==> src/calendar_alarm_pkg.sv <==
// Constants, register map and field layout of the calendar and alarm bank
// ----------------------------------------------------------------------
// Operation
// - Day of month: tens 15:12, units 11:8
// - Day tens upper two bits read zero
// - Weekday digit in bits 3:0, 0 to 6
// - Weekday digit top bit reads zero
// - Alarm seconds: tens 15:12, units 11:8
// - Alarm seconds tens top bit reads zero
// - Clear alias zeroes bits written one
// - Set alias forces bits written one
// - Invert alias toggles bits written one
// - Zero bits in alias writes change nothing
// - Aliases are write-only, reads undefined
// - Aliases never touch unimplemented bits
// - Flag bit 15 set by clock event
// - Enable bit 15 gates clock interrupt
// - Calendar date writes need write-enable control bit
// ----------------------------------------------------------------------
package calendar_alarm_pkg;

	// Register byte offsets, one aligned word each
	localparam logic [7:0] CALENDAR_DATE_OFFSET  = 8'h00;
	localparam logic [7:0] ALARM_TIME_OFFSET     = 8'h10;
	localparam logic [7:0] ALARM_DATE_OFFSET     = 8'h20;
	localparam logic [7:0] IRQ_FLAGS_OFFSET      = 8'h30;
	localparam logic [7:0] IRQ_ENABLES_OFFSET    = 8'h34;
	localparam logic [7:0] CLOCK_CONTROL_OFFSET  = 8'h38;

	// Within a value group, address bits 3:2 pick the access kind
	typedef enum logic [1:0]
	{
		OP_WRITE  = 2'b00,
		OP_CLEAR  = 2'b01,
		OP_SET    = 2'b10,
		OP_INVERT = 2'b11
	} alias_op_t;

	// Implemented storage bits of each value register
	localparam logic [31:0] CALENDAR_DATE_MASK = 32'hff1f3f07;
	localparam logic [31:0] ALARM_TIME_MASK    = 32'h3f7f7f00;
	localparam logic [31:0] ALARM_DATE_MASK    = 32'h001f3f07;

	// Reset values
	localparam logic [31:0] VALUE_RESET        = 32'h00000000;
	localparam logic        FLAG_RESET         = 1'b0;

	// Field positions
	localparam int          CLOCK_IRQ_BIT      = 15;
	localparam int          WRITE_ENABLE_BIT   = 3;

endpackage

==> src/alias_value_reg.sv <==
// Value register with plain, clear, set and invert write aliases
module alias_value_reg
	import calendar_alarm_pkg::*;
#(
	parameter logic [31:0] MASK  = 32'hffffffff,
	parameter logic [31:0] RESET = 32'h00000000
)
(
	input  wire logic        pclk,
	input  wire logic        presetn,
	input  wire logic        wr_en,
	input  wire alias_op_t   op,
	input  wire logic [31:0] wdata,
	output logic [31:0]      value_q
);

	// Next value for each access kind, limited to implemented bits
	function automatic logic [31:0] alias_next(input logic [31:0] cur,
		input logic [31:0] wd, input alias_op_t kind);
		logic [31:0] res;
		res = cur;
		unique case (kind)
			OP_WRITE:  res = wd;
			OP_CLEAR:  res = cur & ~wd;
			OP_SET:    res = cur | wd;
			OP_INVERT: res = cur ^ wd;
		endcase
		return res & MASK;
	endfunction

	// Storage; unimplemented bits stay zero and read zero
	always_ff @(posedge pclk or negedge presetn)
	begin
		if (!presetn)
			value_q <= RESET & MASK;
		else if (wr_en)
			value_q <= alias_next(value_q, wdata, op);
	end

endmodule

==> src/clock_irq_unit.sv <==
// Pending flag, enable bit and level interrupt of the clock module
module clock_irq_unit
	import calendar_alarm_pkg::*;
(
	input  wire logic pclk,
	input  wire logic presetn,
	input  wire logic clock_event,
	input  wire logic flag_clear,
	input  wire logic enable_wr,
	input  wire logic enable_data,
	output logic      clock_irq_flag_q,
	output logic      clock_irq_enable_q,
	output logic      clock_irq_q
);

	// Sticky flag; an event in the clearing cycle wins
	always_ff @(posedge pclk or negedge presetn)
	begin
		if (!presetn)
			clock_irq_flag_q <= FLAG_RESET;
		else if (clock_event)
			clock_irq_flag_q <= 1'b1;
		else if (flag_clear)
			clock_irq_flag_q <= 1'b0;
	end

	// Software-owned enable
	always_ff @(posedge pclk or negedge presetn)
	begin
		if (!presetn)
			clock_irq_enable_q <= FLAG_RESET;
		else if (enable_wr)
			clock_irq_enable_q <= enable_data;
	end

	// Level interrupt while the flag is pending and enabled
	always_ff @(posedge pclk or negedge presetn)
	begin
		if (!presetn)
			clock_irq_q <= 1'b0;
		else
			clock_irq_q <= clock_irq_flag_q & clock_irq_enable_q;
	end

endmodule

==> src/calendar_alarm_register_bank.sv <==
// APB register bank for calendar date, alarm values and clock interrupt
//
// Register access over APB and the register addresses were chosen for this implementation.
module calendar_alarm_register_bank
	import calendar_alarm_pkg::*;
(
	input  wire logic        pclk,
	input  wire logic        presetn,
	input  wire logic        psel,
	input  wire logic        penable,
	input  wire logic        pwrite,
	input  wire logic [7:0]  paddr,
	input  wire logic [31:0] pwdata,
	input  wire logic [3:0]  pstrb,
	input  wire logic        clock_event,
	output logic [31:0]      prdata,
	output logic             pready,
	output logic             pslverr,
	output logic [31:0]      calendar_date,
	output logic [31:0]      alarm_time_value,
	output logic [31:0]      alarm_date_value,
	output logic             value_write_enable,
	output logic             clock_irq
);

	// ------------------------------------------------------------------
	// Address decode
	// ------------------------------------------------------------------

	// Value group base of an address, alias bits dropped
	function automatic logic [7:0] group_base(input logic [7:0] addr);
		return {addr[7:4], 4'h0};
	endfunction

	// True when the address hits a value group
	function automatic logic is_value_group(input logic [7:0] addr);
		logic [7:0] base;
		base = group_base(addr);
		return (base == CALENDAR_DATE_OFFSET) ||
			(base == ALARM_TIME_OFFSET) ||
			(base == ALARM_DATE_OFFSET);
	endfunction

	// True when the address hits any mapped word
	function automatic logic is_mapped(input logic [7:0] addr);
		return (addr[1:0] == 2'b00) && (is_value_group(addr) ||
			(addr == IRQ_FLAGS_OFFSET) ||
			(addr == IRQ_ENABLES_OFFSET) ||
			(addr == CLOCK_CONTROL_OFFSET));
	endfunction

	logic        access_phase;
	logic        commit;
	logic        do_write;
	alias_op_t   op;
	logic [31:0] wdata_eff;
	logic        wr_date;
	logic        wr_alarm_time;
	logic        wr_alarm_date;
	logic        wr_flags;
	logic        wr_enables;
	logic        wr_control;
	logic        pready_q;
	logic        pslverr_q;
	logic [31:0] prdata_q;
	logic        write_enable_q;
	logic        clock_irq_flag;
	logic        clock_irq_enable;
	logic        clock_irq_q;
	logic [31:0] date_q;
	logic [31:0] alarm_time_q;
	logic [31:0] alarm_date_q;

	// Access phase and the edge at which the transfer completes
	assign access_phase = psel & penable;
	assign commit       = access_phase & pready_q;
	assign do_write     = commit & pwrite & ~pslverr_q;
	assign op           = alias_op_t'(paddr[3:2]);

	// Byte strobes qualify write data; a dropped lane writes zeros,
	// which under the aliases leaves those bits alone
	always_comb
	begin
		wdata_eff = 32'h00000000;
		for (int i = 0; i < 4; i++)
		begin
			if (pstrb[i])
				wdata_eff[i*8 +: 8] = pwdata[i*8 +: 8];
		end
	end

	// Per-register write strobes
	assign wr_date       = do_write & write_enable_q &
		(group_base(paddr) == CALENDAR_DATE_OFFSET);
	assign wr_alarm_time = do_write &
		(group_base(paddr) == ALARM_TIME_OFFSET);
	assign wr_alarm_date = do_write &
		(group_base(paddr) == ALARM_DATE_OFFSET);
	assign wr_flags      = do_write & (paddr == IRQ_FLAGS_OFFSET);
	assign wr_enables    = do_write & (paddr == IRQ_ENABLES_OFFSET);
	assign wr_control    = do_write & (paddr == CLOCK_CONTROL_OFFSET);

	// ------------------------------------------------------------------
	// APB handshake
	// ------------------------------------------------------------------

	// One wait state: pready rises in the second access cycle
	always_ff @(posedge pclk or negedge presetn)
	begin
		if (!presetn)
			pready_q <= 1'b0;
		else if (commit)
			pready_q <= 1'b0;
		else if (access_phase)
			pready_q <= 1'b1;
	end

	// Error answer for unmapped or misaligned words
	always_ff @(posedge pclk or negedge presetn)
	begin
		if (!presetn)
			pslverr_q <= 1'b0;
		else if (commit)
			pslverr_q <= 1'b0;
		else if (access_phase)
			pslverr_q <= ~is_mapped(paddr);
	end

	// Read data, captured in the wait cycle
	always_ff @(posedge pclk or negedge presetn)
	begin
		if (!presetn)
			prdata_q <= 32'h00000000;
		else if (commit)
			prdata_q <= 32'h00000000;
		else if (access_phase && !pwrite)
		begin
			prdata_q <= 32'h00000000;
			if (is_value_group(paddr) && paddr[3:2] == 2'b00)
			begin
				// Stored masks keep fixed-zero digit bits at zero
				unique case (group_base(paddr))
					CALENDAR_DATE_OFFSET:
						prdata_q <= date_q;
					ALARM_TIME_OFFSET:
						prdata_q <= alarm_time_q;
					ALARM_DATE_OFFSET:
						prdata_q <= alarm_date_q;
					default:
						prdata_q <= 32'h00000000;
				endcase
			end
			else if (paddr == IRQ_FLAGS_OFFSET)
				prdata_q[CLOCK_IRQ_BIT] <= clock_irq_flag;
			else if (paddr == IRQ_ENABLES_OFFSET)
				prdata_q[CLOCK_IRQ_BIT] <= clock_irq_enable;
			else if (paddr == CLOCK_CONTROL_OFFSET)
				prdata_q[WRITE_ENABLE_BIT] <= write_enable_q;
			// Alias words read zero; software must not rely on it
		end
	end

	// ------------------------------------------------------------------
	// Control register
	// ------------------------------------------------------------------

	// Write-enable for the calendar date value
	always_ff @(posedge pclk or negedge presetn)
	begin
		if (!presetn)
			write_enable_q <= 1'b0;
		else if (wr_control)
			write_enable_q <= wdata_eff[WRITE_ENABLE_BIT];
	end

	// ------------------------------------------------------------------
	// Value registers
	// ------------------------------------------------------------------

	// Calendar date: year, month, day and weekday digits
	alias_value_reg #(
		.MASK  (CALENDAR_DATE_MASK),
		.RESET (VALUE_RESET)
	) u_date (
		.pclk    (pclk),
		.presetn (presetn),
		.wr_en   (wr_date),
		.op      (op),
		.wdata   (wdata_eff),
		.value_q (date_q)
	);

	// Alarm time: hours, minutes and seconds digits
	alias_value_reg #(
		.MASK  (ALARM_TIME_MASK),
		.RESET (VALUE_RESET)
	) u_alarm_time (
		.pclk    (pclk),
		.presetn (presetn),
		.wr_en   (wr_alarm_time),
		.op      (op),
		.wdata   (wdata_eff),
		.value_q (alarm_time_q)
	);

	// Alarm date: month, day and weekday digits
	alias_value_reg #(
		.MASK  (ALARM_DATE_MASK),
		.RESET (VALUE_RESET)
	) u_alarm_date (
		.pclk    (pclk),
		.presetn (presetn),
		.wr_en   (wr_alarm_date),
		.op      (op),
		.wdata   (wdata_eff),
		.value_q (alarm_date_q)
	);

	// ------------------------------------------------------------------
	// Interrupt
	// ------------------------------------------------------------------

	// Flag cleared by writing one to bit 15; hardware never clears it
	clock_irq_unit u_irq (
		.pclk               (pclk),
		.presetn            (presetn),
		.clock_event        (clock_event),
		.flag_clear         (wr_flags & wdata_eff[CLOCK_IRQ_BIT]),
		.enable_wr          (wr_enables),
		.enable_data        (wdata_eff[CLOCK_IRQ_BIT]),
		.clock_irq_flag_q   (clock_irq_flag),
		.clock_irq_enable_q (clock_irq_enable),
		.clock_irq_q        (clock_irq_q)
	);

	// ------------------------------------------------------------------
	// Outputs
	// ------------------------------------------------------------------

	// All outputs come straight from flip-flops
	assign prdata             = prdata_q;
	assign pready             = pready_q;
	assign pslverr            = pslverr_q;
	assign calendar_date      = date_q;
	assign alarm_time_value   = alarm_time_q;
	assign alarm_date_value   = alarm_date_q;
	assign value_write_enable = write_enable_q;
	assign clock_irq          = clock_irq_q;

endmodule

==> config.mk <==
export PLATFORM = sky130hd
export DESIGN_NAME = calendar_alarm_register_bank
export DESIGN_NICKNAME = d
export VERILOG_FILES = /design/src/calendar_alarm_pkg.sv /design/src/alias_value_reg.sv /design/src/clock_irq_unit.sv /design/src/calendar_alarm_register_bank.sv
export SDC_FILE = /design/constraint.sdc
export NUM_CORES = 1
export LEC_CHECK = 0
export ABC_CLOCK_PERIOD_IN_PS = 4200
export BUFFER_PORTS_ARGS = -buffer_cell sky130_fd_sc_hd__buf_4
export CAP_MARGIN = 20
export CORE_MARGIN = 2
export CORE_UTILIZATION = 25
export CTS_BUF_LIST = sky130_fd_sc_hd__clkbuf_8 sky130_fd_sc_hd__clkbuf_16
export CTS_CLUSTER_SIZE = 40
export DETAILED_ROUTE_END_ITERATION = 6
export PLACE_DENSITY = 0.43
export SLEW_MARGIN = 20
export SYNTH_ARGS = -nofsm -noshare
export SYNTH_HDL_FRONTEND = slang
export SYNTH_HIERARCHICAL = 1
export SYNTH_SLANG_ARGS = --single-unit
==> constraint.sdc <==
create_clock -name pclk -period 4.2 [get_ports pclk]
set_clock_uncertainty 0.15 [all_clocks]
set_input_delay 0.63 -clock pclk [delete_from_list [all_inputs] [get_ports pclk]]
set_output_delay 0.63 -clock pclk [all_outputs]
set_load 0.005 [all_outputs]
* After elaboration in Yosys (flattened, before gate mapping)
Cells that the tools add are included.
Widths: inputs -> output; s select.
** Word-level totals
- Bits of input ports :: 50
- Bits in writable memories :: 0
- Word-level logic and storage cells :: 84
- Bits in latches :: 0
- Output and inout bits :: 132
- Register bits :: 94
- Bits in read-only memories :: 0
- Memories kept :: 0
** Operators by class
- Reduce and logical (&&, ||, !) cells :: 15
- Divide/modulo/power cells :: 0
- Shifts and indexed selects :: 0
- $mul :: 0
- Equality and inequality tests :: 8
- Magnitude comparators :: 0
- Bitwise logic cells :: 25
- Multiplexer cells :: 26
- Add/sub/neg operators :: 0
** Operators with widths (number)
- $pmux 32 s4 :: 1
- $pmux 30 s4 :: 1
- $pmux 32 s3 :: 1
- $pmux 21 s4 :: 1
- $mux 32 :: 2
- $and 32x32->32 :: 1
- $mux 8 :: 4
- $not 32->32 :: 1
- $or 32x32->32 :: 1
- $xor 32x32->32 :: 1
- $and 30x30->30 :: 1
- $or 30x30->30 :: 1
- $xor 30x30->30 :: 1
- $eq 8x6->1 const B :: 3
- $and 21x21->21 :: 1
- $or 21x21->21 :: 1
- $xor 21x21->21 :: 1
- $mux 16 :: 1
- $and 1x1->1 :: 13
- $mux 1 :: 13
- $mux 11 :: 1
- $reduce_bool 2->1 :: 3
- $logic_or 1x1->1 :: 5
- $eq 2x2->1 const B :: 2
- other kinds (9) :: 13

* Depth between registers and ports, before layout
- Depth after elaboration :: 10
- Gate-level depth with buffers :: 9
- Gate-level depth less buffers :: 6

* By module
Netlist, hierarchy kept.
** By module, submodules not included
- alias_value_reg at u_date :: times used 1, cells an instance 224, seq. area each 550.5 um^2, area each 2208.4 um^2
- calendar_alarm_register_bank :: times used 1, cells an instance 245, seq. area each 875.8 um^2, area each 2173.3 um^2
- alias_value_reg at u_alarm_time :: times used 1, cells an instance 207, seq. area each 500.5 um^2, area each 2030.7 um^2
- alias_value_reg at u_alarm_date :: times used 1, cells an instance 155, seq. area each 350.3 um^2, area each 1549.0 um^2
- clock_irq_unit :: times used 1, cells an instance 7, seq. area each 75.1 um^2, area each 107.6 um^2

* Worst setup path before layout
No wires, ideal clock.
- Kind :: input -> register
- From :: input paddr[5]
- To :: register u_date.value_q[10]
- Path buffers :: 3
- Data arrival time :: 2.207 ns
- Required time :: 3.960 ns
- Path slack :: 1.753 ns
- Setup time :: 0.090 ns
- Cell stages on the path :: 8
- Cell sequence :: buf_6 nor4_1 clkbuf_1 and3_1 and2b_4 buf_6 o211ai_1 o221ai_1
** Between the ends
- Cells in the longest elaborated chain, start to end :: 2
** RTL lines
- start, declared :: line calendar_alarm_register_bank.sv:12 : input wire logic [7:0] paddr,
- $logic_not 4->1 :: line calendar_alarm_register_bank.sv:94 : (group_base(paddr) == CALENDAR_DATE_OFFSET);
- $and 1x1->1 :: line calendar_alarm_register_bank.sv:93 : assign wr_date = do_write & write_enable_q &
- named net wr_date :: line calendar_alarm_register_bank.sv:57 : logic wr_date;
- end signal, assigned :: line alias_value_reg.sv:35 : value_q <= RESET & MASK;
- end signal, assigned :: line alias_value_reg.sv:37 : value_q <= alias_next(value_q, wdata, op);
- end, declared :: line alias_value_reg.sv:14 : output logic [31:0] value_q
The timed path passes the listed nets, and every way through them passes these cells.
A chain may end at the register's enable or synchronous reset.

* Worst setup path in the final report
- From :: input psel
- To :: register u_date.value_q[25]
** Between the ends
- Cells in the longest elaborated chain, start to end :: 6
** RTL lines
- start, declared :: line calendar_alarm_register_bank.sv:9 : input wire logic psel,
- $and 1x1->1 :: line calendar_alarm_register_bank.sv:75 : assign access_phase = psel & penable;
- $and 1x1->1 :: line calendar_alarm_register_bank.sv:76 : assign commit = access_phase & pready_q;
- $and 1x1->1 (2 in a row) :: line calendar_alarm_register_bank.sv:77 : assign do_write = commit & pwrite & ~pslverr_q;
- $and 1x1->1 (2 in a row) :: line calendar_alarm_register_bank.sv:93
- named net wr_date :: line calendar_alarm_register_bank.sv:57
The timed path passes the listed nets, and every way through them passes these cells.

==> impl_metrics.env <==
export IMPL_yosysWarningCount=6
export IMPL_hold_buffers=0
export IMPL_end_kind="flop"
export IMPL_grt_use_total=0.150
export IMPL_finalMaxSlewViolations=0
export IMPL_dr_total_vias=6441
export IMPL_regArea_sq_um=2350
export IMPL_cts_max_level=3
export IMPL_crit_required_ns=4.32
export IMPL_drive_gt1_frac=0.230
export IMPL_synth_avg_cell_area_sq_um=9.65
export IMPL_pre_cts_ws_ns=0.949
export IMPL_insertion_delay_ns=0.36
export IMPL_io_buffer_count=136
export IMPL_ioPinCount=182
export IMPL_r2r_start="pready$_DFFE_PN0P_"
export IMPL_worstSetupPathType="input pin to flop"
export IMPL_antenna_found_initial=0
export IMPL_crit_arrival_ns=2.95
export IMPL_synth_cell_area_sq_um=8040
export IMPL_drt_total_wl_um=25200
export IMPL_ant_nets=0
export IMPL_hold_path_class="input pin to asynchronous set/reset pin"
export IMPL_dieArea_sq_um=33600
export IMPL_grt_pass1_vias=6374
export IMPL_multiInputGateArea_sq_um=4740
export IMPL_worst_path_max_fanout=13
export IMPL_cts_setup_buffers=0
export IMPL_r2r_slack_ns=1.39
export IMPL_grt_max_degree=163
export IMPL_finalNonFillerCells=1346
export IMPL_clk_pin_slew_ns=0.08
export IMPL_num_antenna_cells=0
export IMPL_tritoncts="done"
export IMPL_leakage_uw=0.00437
export IMPL_drc=0
export IMPL_r2r_cells=6
export IMPL_irDropWorstVdd_mv=0.185
export IMPL_slew_headroom=0.302
export IMPL_die_w_um=183
export IMPL_place_hpwl_um=17600
export IMPL_fin_crit_sh=0.674
export IMPL_setup_ws_ns=1.37
export IMPL_core_sq_um=31600
export IMPL_maxCapViolations=0
export IMPL_dpl_cell_count=1330
export IMPL_viasPerCell=4.79
export IMPL_drt_iter0_drc=495
export IMPL_clockBufferDepth=2
export IMPL_grt_pass1_wl_um=38600
export IMPL_fp_row_count=65
export IMPL_powerDensity_nw_per_um2=294
export IMPL_fin_tns_setup_ns=0
export IMPL_numCtsBuffers=9
export IMPL_synthCells=833
export IMPL_gp_congestion=0.720
export IMPL_area_delta_synth_final_pct=17.9
export IMPL_drtPass1Iterations=6
export IMPL_start_util=0.254
export IMPL_finalHoldViolations=0
export IMPL_worstMarginPinSlew_ns=1.05
export IMPL_rsz0062_at_grt="false"
export IMPL_cts_sinks=94
export IMPL_cts_root_buffer="clkbuf_16"
export IMPL_status="finished clean"
export IMPL_fillers=3335
export IMPL_setup_viol=0
export IMPL_fin_nets=1101
export IMPL_r2r_end="u_date/value_q[25]$_DFFE_PN0P_"
export IMPL_fin_crit_ns=2.83
export IMPL_max_freq_ghz=0.353
export IMPL_ctsResizeCount=0
export IMPL_start_kind="input pin"
export IMPL_dieHeight_um=183
export IMPL_wl_per_cell_um=18.7
export IMPL_grt_overflow=0
-- registers in the layout (all words and copies together) (netlist names) --
signal                    cells
pslverr                       1
u_irq/clock_irq_q             1
u_alarm_date/value_q         14
u_alarm_time/value_q         20
u_irq/clock_irq_flag_q        1
value_write_enable            1
pready                        1
u_irq/clock_irq_enable_q      1
u_date/value_q               22
prdata                       32
-- stage by stage --
step	hold WS [ns]	utilization	power [uW]	cell area [sq um]
after detailed placement	0.348	0.290	1910	9170
final	0.160	0.300	2780	9480
after floorplan	0.184	-	1600	8180
after CTS	0.197	0.300	2840	9480
after global placement	0.334	0.290	1900	9170
after global routing	0.216	0.300	2980	9480
-- cell usage in the layout (no fill, tap or decap), types with 2 or more instances in the layout --
cell / count
a222oi_1: 30
a21oi_1: 2
o21ai_0: 2
a22oi_1: 30
clkinvlp_4: 2
clkinv_4: 2
mux2_4: 2
o221ai_1: 31
o211ai_2: 20
nand2_1: 114
mux2i_1: 67
o221ai_2: 16
inv_6: 2
clkbuf_16: 9
and2b_4: 2
a21o_1: 10
nor3_1: 3
dfrtp_1: 94
inv_1: 114
conb_1: 40
o211ai_1: 27
and2_1: 29
nor4b_2: 2
ha_1: 112
nor2_1: 2
a32oi_1: 2
buf_4: 149
and3_1: 2
o22ai_1: 9
-- worst max-delay path by stage --
stage,startpoint,to,slack [ns]
6_report,psel,u_date/value_q[25]$_DFFE_PN0P_,1.37
5_1_grt,pready$_DFFE_PN0P_,u_date/value_q[25]$_DFFE_PN0P_,1.06
4_1_cts,pready$_DFFE_PN0P_,u_date/value_q[25]$_DFFE_PN0P_,1.32
3_5_place_dp,psel,u_date/value_q[25]$_DFFE_PN0P_,0.95
3_3_place_gp,psel,u_date/value_q[25]$_DFFE_PN0P_,1.00
2_1_floorplan,paddr[5],u_date/value_q[10]$_DFFE_PN0P_,1.75
-- area by class of cell --
| cell class | instances | share of cell area |
|---|---|---|
| flip-flops and latches | 94 | 0.248 |
| multi-input cells | 569 | 0.500 |
| repair buffers | 151 | 0.121 |
| well taps | 402 | 0.0531 |
| clock inverters | 7 | 0.00845 |
| inverters | 114 | 0.0451 |
| clock buffers | 9 | 0.0238 |
-- worst max-delay path, stage by stage --
cell and delay [ns]:
buf_4 0.07, nand2_1 0.13, nor3_1 0.55, and3_1 0.52
nand2_1 0.48, buf_4 0.36, o221ai_1 0.19
-- layer usage --
| metal | routed length, um | track usage | share of wire | up-vias |
|---|---|---|---|---|
| li1 | - | - | - | 3104 |
| met1 | 11100 | 0.189 | 0.44 | 3196 |
| met2 | 12800 | 0.269 | 0.51 | 132 |
| met3 | 1110 | 0.0310 | 0.044 | 9 |
| met4 | 189 | 0.0227 | 0.0075 | 0 |
| met5 | 0 | 0 | 0 | - |
-- power by group --
part	switching [uW]	internal, uW
Clock	431	470
Combinational	403	375
Sequential	114	990
No activity file was read; power rests on OpenSTA's default activity.
